File: config.mk
export PLATFORM = sky130hd
export DESIGN_NAME = adcsr_top
export DESIGN_NICKNAME = d
export VERILOG_FILES = /design/src/include/adcsr_pkg.sv /design/src/hw/adcsr_sync.sv /design/src/hw/adcsr_top.sv
export VERILOG_INCLUDE_DIRS = /design/src /design/src/include
export SDC_FILE = /design/constraint.sdc
export NUM_CORES = 1
export LEC_CHECK = 0
export BUFFER_PORTS_ARGS = -buffer_cell sky130_fd_sc_hd__clkbuf_2
export CORE_MARGIN = 5
export CORE_UTILIZATION = 30
export DETAILED_ROUTE_END_ITERATION = 10
export GPL_ROUTABILITY_DRIVEN = 0
export SLEW_MARGIN = 20
export SYNTH_ARGS = -nofsm -noshare
export SYNTH_HDL_FRONTEND = slang
export SYNTH_SLANG_ARGS = --single-unit
File: constraint.sdc
create_clock -name core_clk_in -period 6 [get_ports core_clk_in]
set_input_delay 0.3 -clock core_clk_in [delete_from_list [all_inputs] [get_ports core_clk_in]]
set_output_delay 0.3 -clock core_clk_in [all_outputs]
set_load 0.05 [all_outputs]
File: src/include/adcsr_cfg.svh
// Timing and layout constants of the serial result readout.
// Assumes a 250 MHz core clock; included by the package and the design.
`ifndef ADCSR_CFG_SVH
`define ADCSR_CFG_SVH

// ----------------------------------------------------------------
// Word layout
// ----------------------------------------------------------------
`define ADCSR_DATA_W 16
`define ADCSR_CNT_W 5
`define ADCSR_BITS_PLAIN 5'h10
`define ADCSR_BITS_BUSY 5'h11

// ----------------------------------------------------------------
// Timing
// ----------------------------------------------------------------
`define ADCSR_CLK_MHZ 250
`define ADCSR_TCONV_MIN_NS 500
`define ADCSR_TCONV_MAX_NS 710
`define ADCSR_TCONV_NS 600
`define ADCSR_TCONV_CYC ((`ADCSR_TCONV_NS * `ADCSR_CLK_MHZ + 999) / 1000)
`define ADCSR_TCONV_MIN_CYC ((`ADCSR_TCONV_MIN_NS * `ADCSR_CLK_MHZ + 999) / 1000)
`define ADCSR_TCONV_MAX_CYC ((`ADCSR_TCONV_MAX_NS * `ADCSR_CLK_MHZ) / 1000)
`define ADCSR_TMR_W 10

`endif

File: src/include/adcsr_pkg.sv
// Types shared by the serial result readout design.
// Assumes adcsr_cfg.svh is on the include path.
`include "adcsr_cfg.svh"

package adcsr_pkg;

    // ----------------------------------------------------------------
    // Readout sequencer states
    // ----------------------------------------------------------------
    typedef enum logic [2:0] {
        ADCSR_IDLE,
        ADCSR_CONV,
        ADCSR_WAIT,
        ADCSR_SHIFT,
        ADCSR_DONE
    } adcsr_state_t;

    typedef logic [`ADCSR_DATA_W-1:0] adcsr_word_t;

endpackage : adcsr_pkg

File: src/hw/adcsr_sync.sv
// Two-stage synchroniser for a group of pin inputs.
// Assumes the inputs are asynchronous to clk_in.
module adcsr_sync #(
    parameter int WIDTH = 3
) (
    // Clock and reset
    input wire logic clk_in,
    input wire logic resetn_in,
    // Pins and synchronised levels
    input wire logic [WIDTH-1:0] async_in,
    output logic [WIDTH-1:0] sync_out
);

    logic [WIDTH-1:0] meta_r;

    always_ff @(posedge clk_in) begin
        if (!resetn_in) begin
            meta_r <= '0;
            sync_out <= '0;
        end else begin
            meta_r <= async_in;
            sync_out <= meta_r;
        end
    end

endmodule : adcsr_sync

File: src/hw/adcsr_top.sv
// Serial result readout of a 16-bit sampling converter: chip-select and chain modes.
// Assumes convert, select and serial clock come from pins; sample_data_in is on the core clock.
`include "adcsr_cfg.svh"

// Function
// Select high at convert rise: chip-select, Hi-Z
// Three-wire busy: Hi-Z until conversion ends
// Host returns convert low before minimum time
// Busy enabled: output driven low at completion
// After conversion: acquisition then standby
// Busy modes: MSB first, falling edges advance
// Bit stays valid across both clock edges
// Three-wire busy: release at 17th or convert
// Host keeps output contention short
// Four-wire: host holds convert high throughout
// Select and convert low: drive output low
// Four-wire no busy: host holds select high
// Four-wire plain: select low shows MSB
// Four-wire plain: release at 16th or select
// Four-wire busy: host holds select low
// Four-wire busy: release at 17th or select
// Clock low at convert rise: chain, no busy
// Chain plain: MSB appears at conversion end
// Chain: select level shifts in on falls
// Host gives sixteen clocks per chained device
// Chain: host holds convert high throughout
// Convert rise latches select: mode choice
// Chip-select: busy if either pin low
// Chain: clock high at rise enables busy
// Conversion time lies between configurable bounds
module adcsr_top #(
    parameter int DATA_W = `ADCSR_DATA_W,
    parameter int TCONV_CYC = `ADCSR_TCONV_CYC
) (
    // Clock and reset
    input wire logic core_clk_in,
    input wire logic resetn_in,
    // Serial pins from the host
    input wire logic convert_start_in,
    input wire logic serial_in_select_in,
    input wire logic sclk_in,
    // Converter result
    input wire adcsr_pkg::adcsr_word_t sample_data_in,
    // Serial result pin
    output logic serial_result_data_out,
    output logic serial_result_oe_n_out,
    // Status
    output logic conv_busy_out,
    output logic chain_mode_out,
    output logic busy_ind_out
);
    import adcsr_pkg::*;

    localparam int SH_W = DATA_W + 1;
    localparam int TC_MIN_A = `ADCSR_TCONV_MIN_CYC;
    localparam int TC_MAX_A = `ADCSR_TCONV_MAX_CYC;
    localparam logic [`ADCSR_TMR_W-1:0] TCONV_LD = TCONV_CYC[`ADCSR_TMR_W-1:0];
    localparam logic [`ADCSR_TMR_W-1:0] TMR_ONE = `ADCSR_TMR_W'(1);

    // ----------------------------------------------------------------
    // Pin synchronisation and edge detection
    // ----------------------------------------------------------------
    logic [2:0] pins_s;
    logic cnv_s;
    logic sdi_s;
    logic sck_s;
    logic cnv_d_r;
    logic sdi_d_r;
    logic sck_d_r;
    logic cnv_rise;
    logic cnv_fall;
    logic sdi_rise;
    logic sck_fall;

    adcsr_sync #(
        .WIDTH(3)
    ) u_sync (
        .clk_in(core_clk_in),
        .resetn_in(resetn_in),
        .async_in({convert_start_in, serial_in_select_in, sclk_in}),
        .sync_out(pins_s)
    );

    assign cnv_s = pins_s[2];
    assign sdi_s = pins_s[1];
    assign sck_s = pins_s[0];

    always_ff @(posedge core_clk_in) begin
        if (!resetn_in) begin
            cnv_d_r <= 1'b0;
            sdi_d_r <= 1'b0;
            sck_d_r <= 1'b0;
        end else begin
            cnv_d_r <= cnv_s;
            sdi_d_r <= sdi_s;
            sck_d_r <= sck_s;
        end
    end

    assign cnv_rise = cnv_s & ~cnv_d_r;
    assign cnv_fall = ~cnv_s & cnv_d_r;
    assign sdi_rise = sdi_s & ~sdi_d_r;
    assign sck_fall = ~sck_s & sck_d_r;

    // ----------------------------------------------------------------
    // Readout sequencer
    // ----------------------------------------------------------------
    adcsr_state_t state_r;
    adcsr_state_t state_nxt;
    logic [`ADCSR_TMR_W-1:0] tmr_r;
    logic [`ADCSR_TMR_W-1:0] tmr_nxt;
    logic [`ADCSR_CNT_W-1:0] cnt_r;
    logic [`ADCSR_CNT_W-1:0] cnt_nxt;
    logic [SH_W-1:0] sh_r;
    logic [SH_W-1:0] sh_nxt;
    logic chain_r;
    logic chain_nxt;
    logic busy_r;
    logic busy_nxt;
    logic sdo_nxt;
    logic oe_n_nxt;
    logic conv_end;
    logic start;

    assign conv_end = (state_r == ADCSR_CONV) && (tmr_r == TMR_ONE);
    // A running conversion ignores the convert pin until it ends.
    assign start = cnv_rise && (state_r != ADCSR_CONV);

    always_comb begin
        state_nxt = state_r;
        tmr_nxt = tmr_r;
        cnt_nxt = cnt_r;
        sh_nxt = sh_r;
        chain_nxt = chain_r;
        busy_nxt = busy_r;
        if (start) begin
            state_nxt = ADCSR_CONV;
            tmr_nxt = TCONV_LD;
            cnt_nxt = '0;
            chain_nxt = ~sdi_s;
            busy_nxt = ~sdi_s & sck_s;
        end else begin
            case (state_r)
                ADCSR_IDLE: begin
                end
                ADCSR_CONV: begin
                    tmr_nxt = tmr_r - TMR_ONE;
                    if (conv_end) begin
                        if (chain_r) begin
                            state_nxt = ADCSR_SHIFT;
                            sh_nxt = busy_r ? {1'b1, sample_data_in} : {sample_data_in, 1'b0};
                        end else if (~cnv_s | ~sdi_s) begin
                            busy_nxt = 1'b1;
                            state_nxt = ADCSR_SHIFT;
                            sh_nxt = {1'b0, sample_data_in};
                        end else begin
                            busy_nxt = 1'b0;
                            state_nxt = ADCSR_WAIT;
                            sh_nxt = {sample_data_in, 1'b0};
                        end
                    end
                end
                ADCSR_WAIT: begin
                    if (~cnv_s | ~sdi_s) begin
                        state_nxt = ADCSR_SHIFT;
                    end
                end
                ADCSR_SHIFT: begin
                    if (chain_r) begin
                        if (cnv_fall) begin
                            state_nxt = ADCSR_IDLE;
                        end else if (sck_fall) begin
                            // A plain chain word has no start bit, so upstream data enters ahead of the pad bit, which stays last.
                            if (busy_r) begin
                                sh_nxt = {sh_r[SH_W-2:0], sdi_s};
                            end else begin
                                sh_nxt = {sh_r[SH_W-2:1], sdi_s, 1'b0};
                            end
                        end
                    end else if (sdi_rise) begin
                        state_nxt = ADCSR_DONE;
                    end else if (sck_fall) begin
                        sh_nxt = {sh_r[SH_W-2:0], 1'b0};
                        cnt_nxt = cnt_r + `ADCSR_CNT_W'(1);
                        if (cnt_nxt == (busy_r ? `ADCSR_BITS_BUSY : `ADCSR_BITS_PLAIN)) begin
                            state_nxt = ADCSR_DONE;
                        end
                    end
                end
                ADCSR_DONE: begin
                end
                default: begin
                    state_nxt = ADCSR_IDLE;
                end
            endcase
        end
        sdo_nxt = 1'b0;
        oe_n_nxt = 1'b1;
        case (state_nxt)
            ADCSR_SHIFT: begin
                sdo_nxt = sh_nxt[SH_W-1];
                oe_n_nxt = 1'b0;
            end
            ADCSR_CONV: begin
                oe_n_nxt = ~chain_nxt;
            end
            ADCSR_IDLE, ADCSR_DONE: begin
                oe_n_nxt = cnv_s | sdi_s;
            end
            default: begin
                oe_n_nxt = 1'b1;
            end
        endcase
    end

    always_ff @(posedge core_clk_in) begin
        if (!resetn_in) begin
            state_r <= ADCSR_IDLE;
            tmr_r <= '0;
            cnt_r <= '0;
            sh_r <= '0;
            chain_r <= 1'b0;
            busy_r <= 1'b0;
            serial_result_data_out <= 1'b0;
            serial_result_oe_n_out <= 1'b1;
            conv_busy_out <= 1'b0;
            chain_mode_out <= 1'b0;
            busy_ind_out <= 1'b0;
        end else begin
            state_r <= state_nxt;
            tmr_r <= tmr_nxt;
            cnt_r <= cnt_nxt;
            sh_r <= sh_nxt;
            chain_r <= chain_nxt;
            busy_r <= busy_nxt;
            serial_result_data_out <= sdo_nxt;
            serial_result_oe_n_out <= oe_n_nxt;
            conv_busy_out <= (state_nxt == ADCSR_CONV);
            chain_mode_out <= chain_nxt;
            busy_ind_out <= busy_nxt;
        end
    end
endmodule : adcsr_top

==> flow_summary.toml <==
[status]
outcome = "finished, final reports clean"

[sta]
final.setup.tns_ns = 0
final.min_clock_period_ns = 2.59
max_slew.worst_pin.slew_ns = 1.07
min_period_over_period_pct = 43.2
setup_viol = 0
fmax_ghz = 0.386
fin_ws_ns = 3.41
finClkSkew_ns = 0.00421
rsz0062_at_grt = "no"
hold_viol = 0
finalMaxSlewViolations = 0
slew_headroom_pct = 29.0
holdWs_ns = 0.196

[final_layout]
mostFrequentLayoutCells = "dfxtp_1, nor2_1, mux2i_1"
postLayoutCoreUtil_pct = 35.4
diodes = 0
finalNetCount = 313
layout_commonest_cell = "dfxtp_1"
drive_gt1_share_pct = 14.5
fillers = 826
syn2layout_area_growth_pct = 13.4
fin_cells = 392

[power]
combinationalPowerShare_pct = 23.7
intPower_w = 0.000575
clkPwrFrac_pct = 29.7
p_seq_share_pct = 46.5
p_per_area_mw_per_mm2 = 300
p_switching_w = 0.000253
p_sw_share_pct = 30.6
ir_worst_vdd_mv = 0.231
leakagePower_nw = 1.12

[routing]
drt_first_iter_violations = 77
vias = 1930
routed_via_density = 4.92
drcViolationCount = 0
totalWireLength_mm = 4.92
ant_nets = 0
routedWlPerCell_um = 12.5
first_pass_iters = 4

[run]
maxCapViolCount = 0

[grt]
grt_overflow = 0
grt_max_degree = 24
grt_pass1_wl_mm = 8.72
antenna_found_initial = 0
grt_pass1_vias = 1917
grt_use_total_pct = 10.6

[clocking]
clkLatencyLatePin_ns = 0.30
cts_tree = "yes"
cts_hold_buf = 0
clk_pin_slew_ns = 0.09
cts_setup_buffers = 0
cts.sinks = 49
numCtsBuffers = 5
root_buffer = "clkbuf_8"
cts_resized = 0
clk_path_buf_depth = 2
htreeDepth = 2

[floorplan]
io_pins = 26
fp.dieW_um = 100
die-area_mm2 = 0.0100
start_util_pct = 31.2
core_area_mm2 = 0.00781
fp-row-count = 32
die_h_um = 100

[worst_hold_path]
min_from = "sclk_in"
min_path_type = "in2reg"

[synthesis]
syn_inst = 270
syn_area_per_cell_um2 = 9.02
synth_cell_types = 46
synthFlopType = "dfxtp_1"
synth_edf_count = 0
yosys_warnings = 0
syn_nets = 294
synth-seq-area-share_pct = 40.3
synth_seq_cells = 49
async_flop_share_pct = 0
syn_area_mm2 = 0.00244

[place]
hpwl_mm = 3.63
place_inst = 384
pre_cts_ws_ns = 3.41
portBuffers = 25

[critical_path]
cp_max_fo = 19
endpoint_kind = "flop"
r2r_end = "serial_result_data_out$_SDFF_PN0_"
r2r_start = "tmr_r[1]$_SDFFE_PN0P_"
critical_path_class = "reg2reg"
reg2reg_depth = 8
regToRegSetupSlack_ns = 3.41
arrival_ns = 2.79
worstPathRequired_ns = 6.20
worstSetupStartpoint = "tmr_r[1]$_SDFFE_PN0P_"
startpoint_type = "flop"
cp-endpoint = "serial_result_data_out$_SDFF_PN0_"
## per-stage QoR
step,power (W),cell area [um2]
after floorplan,0.000544,2440
after global placement,0.000585,2640
after detailed placement,0.000589,2640
after CTS,0.000838,2760
after global routing,0.000876,2760
final,0.000828,2760
## worst min-delay path by stage
stage,end,cells past startpoint
finish,u_sync.meta_r[0]$_SDFF_PN0_,2
global route,u_sync.meta_r[1]$_SDFF_PN0_,2
CTS,u_sync.meta_r[0]$_SDFF_PN0_,2
detailed placement,u_sync.sync_out[2]$_SDFF_PN0_,1
global placement,u_sync.sync_out[2]$_SDFF_PN0_,1
floorplan,u_sync.sync_out[0]$_SDFF_PN0_,1
## layout make-up
cell class	count	area, um2	share of cell area, %
multi-input combinational	199	1370	49.5
sequential	49	981	35.5
timing repair buffer	27	140	5.07
tap	102	128	4.62
clock buffer	6	82.6	2.99
clock inverter	2	37.5	1.36
inverter	7	26.3	0.951
## cell families after synthesis
kind of cell	count (synthesis)	synth area share [%]
buf+inv	22	3.90
simple gates	102	22.0
mux	35	14.4
fa+ha+maj	3	1.54
flops	49	40.3
compound gates	50	14.6
xor+xnor	9	3.24
## state kept, by name, summed over array words and instances, names as in the netlist, 3 cells and up
signal / cells
cnt_r: 5
sh_r: 17
state_r: 3
tmr_r: 10
u_sync.meta_r: 3
u_sync.sync_out: 3
## worst max-delay path, cell delays in order, from the launching register on
cell and delay, ns:
dfxtp_1 0.34, inv_1 0.09, ha_1 0.13, or4b_1 0.42
or3_4 0.35, or2_1 0.45, and3_1 0.28, o31a_1 0.27
nor3b_2 0.15
## synth_stat cells (2+ instances only)
cell type  instances  area, um2
o21a_1             2       15.0
nor3_1            10       50.1
nor2b_1            4       25.0
or3_1              3       18.8
o211a_1            2       20.0
mux2i_1           35        350
dfxtp_1           49        981
or2_1              2       12.5
buf_2              4       20.0
nand2b_1           3       18.8
and2_1            13       81.3
and3_1             2       12.5
a21oi_1           11       55.1
inv_1              7       26.3
nor2_1            34        128
nand2_1           11       41.3
xor2_1             3       26.3
nand3_1            6       30.0
ha_1               3       37.5
nor3b_1            4       30.0
o2bb2ai_1         14        123
xnor2_1            6       52.6
a211oi_1           3       22.5
o21ai_0            9       45.0
clkbuf_1           9       33.8
## power groups by stage
stage               sequential (W)  combinational, W  clock (W)
finish                    0.000385          0.000196   0.000246
global route              0.000391          0.000217   0.000268
CTS                       0.000385          0.000198   0.000255
detailed placement        0.000392          0.000196          0
global placement          0.000391          0.000194          0
floorplan                 0.000403          0.000141          0
## metal layers
metal | wire length (um) | vias to the layer above | track usage (%) | share of wire, %
li1 | - | 992 | - | -
met2 | 2390 | 23 | 18.6 | 49
met5 | 0 | - | 0 | 0
met3 | 97 | 5 | 1.39 | 2.0
met4 | 73 | 0 | 4.66 | 1.5
met1 | 2360 | 910 | 12.9 | 48
Note: power is estimated with default switching activity, not from simulation.
